<file path="config.mk">
export PLATFORM = sky130hd
export DESIGN_NAME = mtio_top
export DESIGN_NICKNAME = d
export VERILOG_FILES = /design/src/mtio_pkg.sv /design/src/mtio_top.sv
export VERILOG_INCLUDE_DIRS = /design/src
export SDC_FILE = /design/constraint.sdc
export NUM_CORES = 2
export LEC_CHECK = 0
export ABC_CLOCK_PERIOD_IN_PS = 6800
export BUFFER_PORTS_ARGS = -buffer_cell sky130_fd_sc_hd__buf_4
export CAP_MARGIN = 20
export CORE_ASPECT_RATIO = 0.6
export CORE_MARGIN = 2
export CORE_UTILIZATION = 26
export CTS_CLUSTER_SIZE = 14
export DETAILED_ROUTE_END_ITERATION = 7
export SYNTH_ARGS = -nofsm -noshare
export SYNTH_HDL_FRONTEND = slang
export SYNTH_SLANG_ARGS = --single-unit
export TNS_END_PERCENT = 10
</file>
<file path="constraint.sdc">
create_clock -name CLK -period 6.8 [get_ports CLK]
set_clock_uncertainty 0.05 [all_clocks]
set_input_delay 0.34 -clock CLK [delete_from_list [all_inputs] [get_ports CLK]]
set_output_delay 0.34 -clock CLK [all_outputs]
set_load 0.03 [all_outputs]
</file>
<file path="src/mtio_consts.svh">
// Offsets, field positions, reset values and timing counts of the timer block
`ifndef MTIO_CONSTS_SVH
`define MTIO_CONSTS_SVH
`define MTIO_NCH 6
`define MTIO_A_VAL 5'h00
`define MTIO_A_CLK 5'h06
`define MTIO_A_MODE 5'h08
`define MTIO_A_RCLR 5'h10
`define MTIO_GRP_VAL 2'h0
`define MTIO_GRP_MODE 2'h1
`define MTIO_GRP_RCLR 2'h2
`define MTIO_CLK_BASE_BIT 0
`define MTIO_CLK_DIV_LSB 8
`define MTIO_MODE_LSB 16
`define MTIO_EDGE_SEL_BIT 8
`define MTIO_CLK_RST 16'h0100
`define MTIO_SYS_CLK_KHZ 25000
`define MTIO_SYS_TICK_KHZ 750
`define MTIO_DEB_MS 87
`define MTIO_DUTY_LOW 32'hFFFF_0000
`define MTIO_DUTY_HIGH 32'h0000_FFFF
`endif

</file>
<file path="src/mtio_pkg.sv">
// Types shared by the timer block
package mtio_pkg;
  typedef enum logic [3:0] {
    MTIO_PWM16 = 4'h0,
    MTIO_PWM8 = 4'h1,
    MTIO_PER32R = 4'h2,
    MTIO_PER32F = 4'h3,
    MTIO_DUTY = 4'h4,
    MTIO_CNT = 4'h5,
    MTIO_CNTDB = 4'h6,
    MTIO_FOUT = 4'h7,
    MTIO_QUAD = 4'h8,
    MTIO_TSTOP = 4'h9,
    MTIO_SYSLO = 4'hA,
    MTIO_SYSHI = 4'hB,
    MTIO_PER16R = 4'hC,
    MTIO_PER16F = 4'hD
  } mtio_mode_t;
  typedef struct packed {
    logic [4:0] addr;
    logic [31:0] wdata;
    logic wr;
    logic rd;
  } mtio_req_t;
endpackage

</file>
<file path="src/mtio_top.sv">
// Multi-mode timer channels: capture, counting, frequency out, quadrature
//
// Overview of operation
// RL1: Modes 2/3 capture edge-to-edge period, 32 bits
// RL2: Zero write clears capture or counting channel
// RL3: Read-and-clear returns the value before clearing
// RL4: Mode 4 result: low half high-time, upper low-time
// RL5: Each edge refreshes its duty half
// RL6: Duty clear loads 0/65535 or 65535/0 by level
// RL7: Mode 5 counts rising edges, 32 bits
// RL8: Debounce hold-off is count times 87 ms
// RL9: High byte bit 0 picks counted edge
// RL10: Count then ignore edges until hold-off ends
// RL11: Debounce config value never clears; updates leave it
// RL12: Mode 7 square wave, clock over 2 times value
// RL13: Frequency output starts at timer clock roll
// RL14: Quadrature pair, 4x, shared signed count
// RL15: Zero to either pair channel clears both
// RL16: Mode 9 counts rises, halts even at stop
// RL17: Stop count saturates; reconfig or rewrite resumes
// RL18: Halted even channel releases its line
// RL19: Free 64-bit 750 kHz counter, modes 10/11
// RL20: Modes 12/13 give exact 16-bit periods
// RL21: Outputs restart only on global reconfiguration
// RL22: Sources keep total edge rate within limits
// RL23: Timer clock is base over 8-bit divisor
// RL24: Inputs synchronised before edge detection
//
// Our own choices: the register offsets and the plain strobed port.
`timescale 1ns/1ns
`include "mtio_consts.svh"
module mtio_top
  import mtio_pkg::*;
#(
  parameter logic [16:0] DEB_TICKS = 17'(`MTIO_DEB_MS * `MTIO_SYS_TICK_KHZ)
)
(
  input wire logic CLK,
  input wire logic RST_B,
  input wire logic CE,
  input wire mtio_req_t BUS,
  output logic [31:0] RDATA,
  input wire logic [5:0] FLEX_IO_I,
  output logic [5:0] FLEX_IO_O,
  output logic [5:0] FLEX_IO_OE
);
  localparam int NCH = `MTIO_NCH;

  // Bus decode
  wire [1:0] grp = BUS.addr[4:3];
  wire [2:0] ch = BUS.addr[2:0];
  wire ch_ok = ch < 3'(NCH);
  wire wr_val = BUS.wr && grp == `MTIO_GRP_VAL && ch_ok;
  wire wr_mode = BUS.wr && grp == `MTIO_GRP_MODE && ch_ok;
  wire wr_clk = BUS.wr && BUS.addr == `MTIO_A_CLK;
  wire rd_clr = BUS.rd && grp == `MTIO_GRP_RCLR && ch_ok;
  // Any mode or clock write re-initialises every channel
  wire reconf = wr_mode || wr_clk;
  wire wzero = BUS.wdata == 32'h0000_0000;

  logic [15:0] clk_cfg;
  logic [14:0] acc;
  logic [7:0] dcnt;
  logic [63:0] sys_cnt;
  logic [16:0] deb_cnt;
  logic [5:0] s1;
  logic [5:0] s2;
  logic [5:0] s3;
  logic [6:0] stop;
  logic [31:0] res_w [NCH];
  logic [3:0] md_w [NCH];
  logic [15:0] val_w [NCH];

  // 750 kHz tick from a fractional accumulator, exact on average
  wire [15:0] acc_sum = {1'b0, acc} + 16'(`MTIO_SYS_TICK_KHZ);
  wire sys_tick = acc_sum >= 16'(`MTIO_SYS_CLK_KHZ);
  wire [14:0] next_acc = sys_tick ? 15'(acc_sum - 16'(`MTIO_SYS_CLK_KHZ)) : acc_sum[14:0];
  // The fast base is capped at one tick per system clock
  wire base_tick = clk_cfg[`MTIO_CLK_BASE_BIT] ? 1'b1 : sys_tick;
  wire [7:0] div = clk_cfg[`MTIO_CLK_DIV_LSB +: 8];
  // RL23: divisor roll
  wire tick = base_tick && (dcnt == div - 8'h01);
  wire deb_stb = sys_tick && (deb_cnt == DEB_TICKS - 17'h0_0001);
  wire [5:0] rise = s2 & ~s3;
  wire [5:0] fall = ~s2 & s3;
  assign stop[6] = 1'b0;

  // Shared clocking: configuration, timer clock divider, system counter
  always_ff @(posedge CLK or negedge RST_B)
  begin
    if (!RST_B)
    begin
      clk_cfg <= `MTIO_CLK_RST;
      acc <= 15'h0000;
      dcnt <= 8'h00;
      sys_cnt <= 64'h0000_0000_0000_0000;
      deb_cnt <= 17'h0_0000;
    end
    else if (CE)
    begin
      acc <= next_acc;
      // Kept in the register's own layout so readback needs no repacking;
      // bits 7:1 always read as zero
      if (wr_clk)
        clk_cfg <= {BUS.wdata[`MTIO_CLK_DIV_LSB +: 8], 7'h00, BUS.wdata[`MTIO_CLK_BASE_BIT]};
      // RL23: divide base by divisor, zero meaning 256
      if (reconf)
        dcnt <= 8'h00;
      else if (tick)
        dcnt <= 8'h00;
      else if (base_tick)
        dcnt <= dcnt + 8'h01;
      // RL19: free running, never reset by reconfiguration
      if (sys_tick)
        sys_cnt <= sys_cnt + 64'h0000_0000_0000_0001;
      // Hold-off unit runs free, which gives the up-to-one-unit jitter
      if (deb_stb)
        deb_cnt <= 17'h0_0000;
      else if (sys_tick)
        deb_cnt <= deb_cnt + 17'h0_0001;
    end
  end

  // RL24: two-stage synchroniser, then a third stage for edges
  always_ff @(posedge CLK or negedge RST_B)
  begin
    if (!RST_B)
    begin
      s1 <= 6'h3F;
      s2 <= 6'h3F;
      s3 <= 6'h3F;
    end
    else if (CE)
    begin
      s1 <= FLEX_IO_I;
      s2 <= s1;
      s3 <= s2;
    end
  end

  for (genvar g = 0; g < NCH; g++)
  begin : g_ch
    localparam logic [2:0] ID = 3'(g);
    localparam int PAIR = g | 1;
    logic [31:0] res;
    logic [31:0] cnt;
    logic [15:0] val;
    mtio_mode_t md;
    logic [7:0] hold;
    logic armed;
    logic run;
    logic out;
    logic oe;
    logic [1:0] qab;
    wire sel = ch == ID;
    wire even = (g % 2) == 0;
    // RL15: a zero to either channel of a quadrature pair clears both
    wire pair_hit = md == MTIO_QUAD && even && ch == 3'(PAIR);
    // RL2: zero write, or read-and-clear of this channel
    wire clr = (sel || pair_hit) && ((wr_val && wzero) || rd_clr);
    // RL11: mode 6 and 8 keep their configured value on updates
    wire upd = wr_val && sel && md != MTIO_CNTDB && md != MTIO_QUAD;
    // RL18: halted by the odd neighbour's stop match
    wire halted = even && stop[g + 1];
    wire [1:0] qcur = {s2[g], s2[PAIR]};
    wire qstep = qcur != qab && (qcur ^ qab) != 2'b11;
    wire qup = qab[1] ^ qcur[0];
    // RL9: edge select, set picks rising
    wire db_edge = val[`MTIO_EDGE_SEL_BIT] ? rise[g] : fall[g];
    // RL16: match with a non-zero stop value on an odd channel
    assign stop[g] = !even && md == MTIO_TSTOP && val != 16'h0000 && res[15:0] == val;
    assign res_w[g] = res;
    assign md_w[g] = md;
    assign val_w[g] = val;
    assign FLEX_IO_O[g] = out;
    assign FLEX_IO_OE[g] = oe;

    // Per-channel engine
    always_ff @(posedge CLK or negedge RST_B)
    begin
      if (!RST_B)
      begin
        md <= MTIO_PWM16;
        val <= 16'h0000;
        res <= 32'h0000_0000;
        cnt <= 32'h0000_0000;
        hold <= 8'h00;
        armed <= 1'b1;
        run <= 1'b0;
        out <= 1'b0;
        oe <= 1'b0;
        qab <= 2'b00;
      end
      else if (CE)
      begin
        if (reconf)
        begin
          // RL21: reconfiguration stops and restarts all outputs
          if (wr_mode && sel)
          begin
            md <= mtio_mode_t'(BUS.wdata[`MTIO_MODE_LSB +: 4]);
            // RL8: low byte is the hold-off count in config
            val <= BUS.wdata[15:0];
          end
          res <= 32'h0000_0000;
          cnt <= 32'h0000_0000;
          hold <= 8'h00;
          armed <= 1'b1;
          run <= 1'b0;
          out <= 1'b0;
          oe <= 1'b0;
          qab <= qcur;
        end
        else if (clr)
        begin
          cnt <= 32'h0000_0000;
          // RL6: duty clear reflects the present level
          if (md == MTIO_DUTY)
            res <= s2[g] ? `MTIO_DUTY_HIGH : `MTIO_DUTY_LOW;
          else
            res <= 32'h0000_0000;
        end
        else
        begin
          if (upd)
          begin
            val <= BUS.wdata[15:0];
            // RL17: rewriting the stop value resumes the even channel
            if (md == MTIO_TSTOP)
              res <= 32'h0000_0000;
          end
          qab <= qcur;
          // RL18: a halted channel lets go of its line
          oe <= md == MTIO_FOUT && run && !halted;
          case (md)
            MTIO_PER32R, MTIO_PER32F, MTIO_PER16R, MTIO_PER16F:
            begin
              // RL1: capture ticks since previous chosen edge
              if ((md[0] == 1'b0 && rise[g]) || (md[0] == 1'b1 && fall[g]))
              begin
                // RL20: short modes keep the exact low 16 bits
                res <= md[3] ? {16'h0000, cnt[15:0]} : cnt;
                cnt <= 32'h0000_0000;
              end
              else if (tick)
                cnt <= cnt + 32'h0000_0001;
            end
            MTIO_DUTY:
            begin
              // RL4: rising edge ends a low span, falling a high one
              // RL5: each edge refreshes its own half
              if (rise[g])
              begin
                res[31:16] <= cnt[15:0];
                cnt <= 32'h0000_0000;
              end
              else if (fall[g])
              begin
                res[15:0] <= cnt[15:0];
                cnt <= 32'h0000_0000;
              end
              else if (tick)
                cnt <= cnt + 32'h0000_0001;
            end
            MTIO_CNT:
            begin
              // RL7: rising edge count
              if (rise[g])
                res <= res + 32'h0000_0001;
            end
            MTIO_CNTDB:
            begin
              // RL10: count once, then wait out the hold-off
              if (armed && db_edge)
              begin
                res <= res + 32'h0000_0001;
                armed <= 1'b0;
                hold <= val[7:0];
              end
              else if (!armed && deb_stb)
              begin
                if (hold == 8'h00)
                  armed <= 1'b1;
                else
                  hold <= hold - 8'h01;
              end
            end
            MTIO_FOUT:
            begin
              // RL13: start on the timer clock roll
              // RL12: toggle every value ticks, zero meaning 256
              if (tick && !halted)
              begin
                run <= 1'b1;
                if (run && cnt[7:0] == val[7:0] - 8'h01)
                begin
                  out <= !out;
                  cnt <= 32'h0000_0000;
                end
                else if (run)
                  cnt <= cnt + 32'h0000_0001;
              end
            end
            MTIO_QUAD:
            begin
              // RL14: even channel holds the signed 4x count
              if (even && qstep)
                res <= qup ? res + 32'h0000_0001 : res - 32'h0000_0001;
            end
            MTIO_TSTOP:
            begin
              // RL17: count saturates at the stop value
              if (!even && rise[g] && res[15:0] != val)
                res <= {16'h0000, res[15:0] + 16'h0001};
            end
            default:
            begin
              cnt <= cnt;
            end
          endcase
        end
      end
    end
  end

  // Read selection; odd quadrature channel mirrors its even partner
  wire [2:0] rch = (md_w[ch] == MTIO_QUAD && ch[0]) ? ch - 3'h1 : ch;
  wire [3:0] rmd = md_w[ch];
  // RL19: modes 10 and 11 read the system counter halves
  wire [31:0] val_rd = rmd == MTIO_SYSLO ? sys_cnt[31:0] :
                       rmd == MTIO_SYSHI ? sys_cnt[63:32] : res_w[rch];
  wire [31:0] rd_mux = (grp == `MTIO_GRP_VAL || grp == `MTIO_GRP_RCLR) && ch_ok ? val_rd :
                       grp == `MTIO_GRP_MODE && ch_ok ? {12'h000, rmd, val_w[ch]} :
                       BUS.addr == `MTIO_A_CLK ? {16'h0000, clk_cfg} : 32'h0000_0000;

  // RL3: data registered in the clearing cycle is the old value
  always_ff @(posedge CLK or negedge RST_B)
  begin
    if (!RST_B)
      RDATA <= 32'h0000_0000;
    else if (CE)
      RDATA <= BUS.rd ? rd_mux : 32'h0000_0000;
  end
endmodule // mtio_top

</file>
==> run_results.csv <==
group,metric,value,unit
global_route,track_usage,0.2665,
synthesis,syn_inst,7634,
floorplanning,start_util,0.2607,
global_route,grt_pass1_vias,59240,
finish,fill_cells,24610,
route,drt-pass1-iter-count,8,
critical_path,setup.worst_path.start_class,"register",
finish,layout-drive-gt1-share,0.1072,
critical_path,required,7320,ps
clock_network,htreeDepth,3,
sta,period_share,0.7861,
synthesis,synthTopCellsByArea,"dfrtp_1 (30%), o21ai_0 (5.7%), a21oi_1 (5.5%)",
synthesis,synth_most_common_cell,"nand2_1",
critical_path,reg2regPathDepth,11,
clock_network,cts_root_buf,"clkbuf_16",
sta,period_needed,5345,ps
pwr,peakVddDrop,0.0001845,V
hold_path,min-delay-path-class,"primary input to register",
clock_network,cts_buffer_depth,3,
sta,whs,51.93,ps
synthesis,synth_edf_count,0,
critical_path,r2r_slack,1450,ps
synthesis,yosys_warnings,0,
sta,rsz0062_at_grt,"no",
pwr,p_leak,25.79,nW
hold_path,worstHoldPathCells,2,
critical_path,cp_slowest_cell,"a2111oi_0",
finish,area_growth,11.78,%
global_route,grt_max_degree,167,
synthesis,yosysTopAreaCellShare,0.3022,
pwr,power.total,19.08,mW
global_route,grt-ovfl-total,0,
route,vias,67680,
clock_network,clkSlewWorstSetupHoldPaths,80,ps
clock_network,clkLatencyLatePin,730,ps
run,cap_violations,0,
critical_path,crit_family,"compound AO/OA/AOI/OAI gates",
sta,setup_tns,0,ps
synthesis,synthesis.area,59540,sq um
critical_path,crit_chain,"mux4_2 > a22oi_2 > buf_4 > o211ai_1 > or2_2 > mux2i_4 > buf_4 > nand2_1 > a21oi_1 > a2111oi_0 > o2bb2ai_1",
route,ant_nets,0,
sta,hold_viol_final,0,
critical_path,cpPeakStageDelay,820,ps
critical_path,worstPathArrival,5870,ps
finish,postLayoutCellArea,66550,sq um
placed_design,port_buffers,91,
floorplanning,core,228400,sq um
outcome,status,"finished clean",
synthesis,synth.distinct_cells,113,
sta,drv_slew,0,
critical_path,end_kind,"register",
floorplanning,num_rows,136,
global_route,grt_first_pass_wirelength,457600,um
clock_network,cts.repair.resized,0,
synthesis,ys_seq_area_frac,0.3132,
synthesis,synth_nets,7729,
sta,worstMarginPinSlew,1250,ps
floorplanning,die_area,233000,sq um
route,wl_per_cell,30.94,um
synthesis,yosysTopAreaCell,"dfrtp_1",
floorplanning,die_w,621.8,um
placed_design,finalWeightedCongestion,1.048,
critical_path,r2r-end,"RDATA[0]$_DFFE_PN0P_",
synthesis,avgSynthCellArea,7.799,sq um
sta,fmax,0.1871,GHz
placed_design,detailed_place_hpwl,249000,um
critical_path,critical_path_class,"register to register",
critical_path,critPathCapture,"RDATA[0]$_DFFE_PN0P_",
synthesis,synth_common_cells,"nand2_1 (842), dfrtp_1 (719), o21ai_0 (684)",
synthesis,synthArstFlopShare,1.000,
critical_path,crit_buf_inv,2,
clock_network,cts_tree,"yes",
synthesis,ys.flop_type,"dfrtp_1",
synthesis,ys_ff_latch,744,
global_route,grt_antenna_before_repair,38,
critical_path,startpoint,"g_ch[2].md[0]$_DFFE_PN0P_",
sta,slew_headroom,0.1431,
critical_path,worst-path-max-fanout,39,
route,drt_iter0_drc,12170,
critical_path,r2r-start,"g_ch[2].md[0]$_DFFE_PN0P_",
clock_network,cts.sinks,744,
critical_path,cp.depth,11,
clock_network,post_cts_buffers,0,
clock_network,cts_made_buffers,80,
sta,setup_viol,0,
route,remaining_drc_errors,0,
critical_path,path_common_cell,"buf_4",
route,viasPerCell,6.416,
placed_design,post_dp_cell_area,63500,sq um
floorplanning,die_y,374.7,um
finish,layout.nets,7527,
floorplanning,io_pins,92,
pwr,power_density,286.8,nW/um^2
route,wl,326300,um
-- final cells by class --
cell class / instances / area, sq um / share of cell area
diodes: 16 / 40.04 / 0.0006016
well taps: 3036 / 3799 / 0.05708
inverters: 175 / 659.4 / 0.009908
multi-input cells: 6087 / 37970 / 0.5705
flip-flops and latches: 744 / 18650 / 0.2802
repair buffers: 344 / 2745 / 0.04125
clock buffers: 108 / 2208 / 0.03318
clock inverters: 39 / 481.7 / 0.007238
-- routing by layer --
metal | track usage | vias up | part of all wire
li1 | - | 28120 | -
met1 | 0.4057 | 33410 | 0.44
met2 | 0.3183 | 5568 | 0.35
met3 | 0.1305 | 550 | 0.18
met4 | 0.06451 | 34 | 0.027
met5 | 0.003064 | - | 0.00083
-- report_power, final --
| group | switching [mW] | internal, mW |
|---|---|---|
| Combinational | 4.89 | 2.46 |
| Clock | 2.28 | 2.61 |
| Sequential | 1.87 | 4.98 |
| Total | 9.03 | 10.1 |
-- registers in the layout, indices dropped and copies added, names as in the netlist, 8 cells and up --
name,cells
dcnt,8
g_ch.hold,48
g_ch.val,96
acc,14
g_ch.res,192
g_ch.cnt,192
clk_cfg,9
deb_cnt,17
g_ch.md,24
RDATA,32
sys_cnt,64
-- timing repair --
action,in CTS,in global routing
hold buffers,25,0
setup endpoints to repair,0,0
hold endpoints to repair,147,0
-- worst register-to-register path, cell delays in order (launching register included) --
cell	delay (ps)
dfrtp_1	790
mux4_2	650
a22oi_2	190
buf_4	480
o211ai_1	320
or2_2	390
mux2i_4	190
buf_4	260
nand2_1	670
a21oi_1	230
a2111oi_0	820
o2bb2ai_1	160
-- worst min path at each step --
| stage | from | to | slack [ps] |
|---|---|---|---|
| after global routing | BUS[5] | g_ch[4].val[3]$_DFFE_PN0P_ | 20 |
| final | BUS[6] | g_ch[4].val[4]$_DFFE_PN0P_ | 50 |
| after global placement | RST_B | g_ch[2].res[7]$_DFFE_PN0P_ | 370 |
| after floorplan | RST_B | RDATA[0]$_DFFE_PN0P_ | -6 |
| after CTS | BUS[5] | g_ch[4].val[3]$_DFFE_PN0P_ | 6 |
| after detailed placement | RST_B | g_ch[2].cnt[31]$_DFFE_PN0P_ | 390 |
-- cell families (layout without fill, tap and decap cells) --
group / count (synthesis) / in the layout / share of synthesized area
xor+xnor: 353 / 353 / 0.05216
simple gates: 2830 / 2830 / 0.2336
flops: 744 / 744 / 0.3132
other cells: 0 / 16 / 0
fa+ha+maj: 47 / 47 / 0.009877
buf+inv: 803 / 666 / 0.05367
mux: 275 / 275 / 0.05704
compound gates: 2582 / 2582 / 0.2804
-- placed cells by master (no fill, tap or decap), types with 107 or more instances in the layout --
| master | instances |
|---|---|
| o21ai_0 | 680 |
| nor2_1 | 579 |
| nand4_1 | 116 |
| mux2_2 | 164 |
| dfrtp_1 | 719 |
| xnor2_1 | 212 |
| buf_4 | 302 |
| inv_1 | 172 |
| xor2_1 | 135 |
| nor3_1 | 205 |
| nand3_1 | 321 |
| nor4_1 | 107 |
| and3_1 | 195 |
| a31oi_1 | 164 |
| nand2_1 | 841 |
| a21oi_1 | 651 |
-- metrics by stage --
step                setup slack, ps  utilization  instances
floorplan                      3296            -       7634
global placement              985.3       0.2778      10350
detailed placement             1554       0.2781      10350
CTS                            1582       0.2909      10530
global route                   1417       0.2913      10530
finish                         1455       0.2914      10550
(Power assumes the default switching activity.)
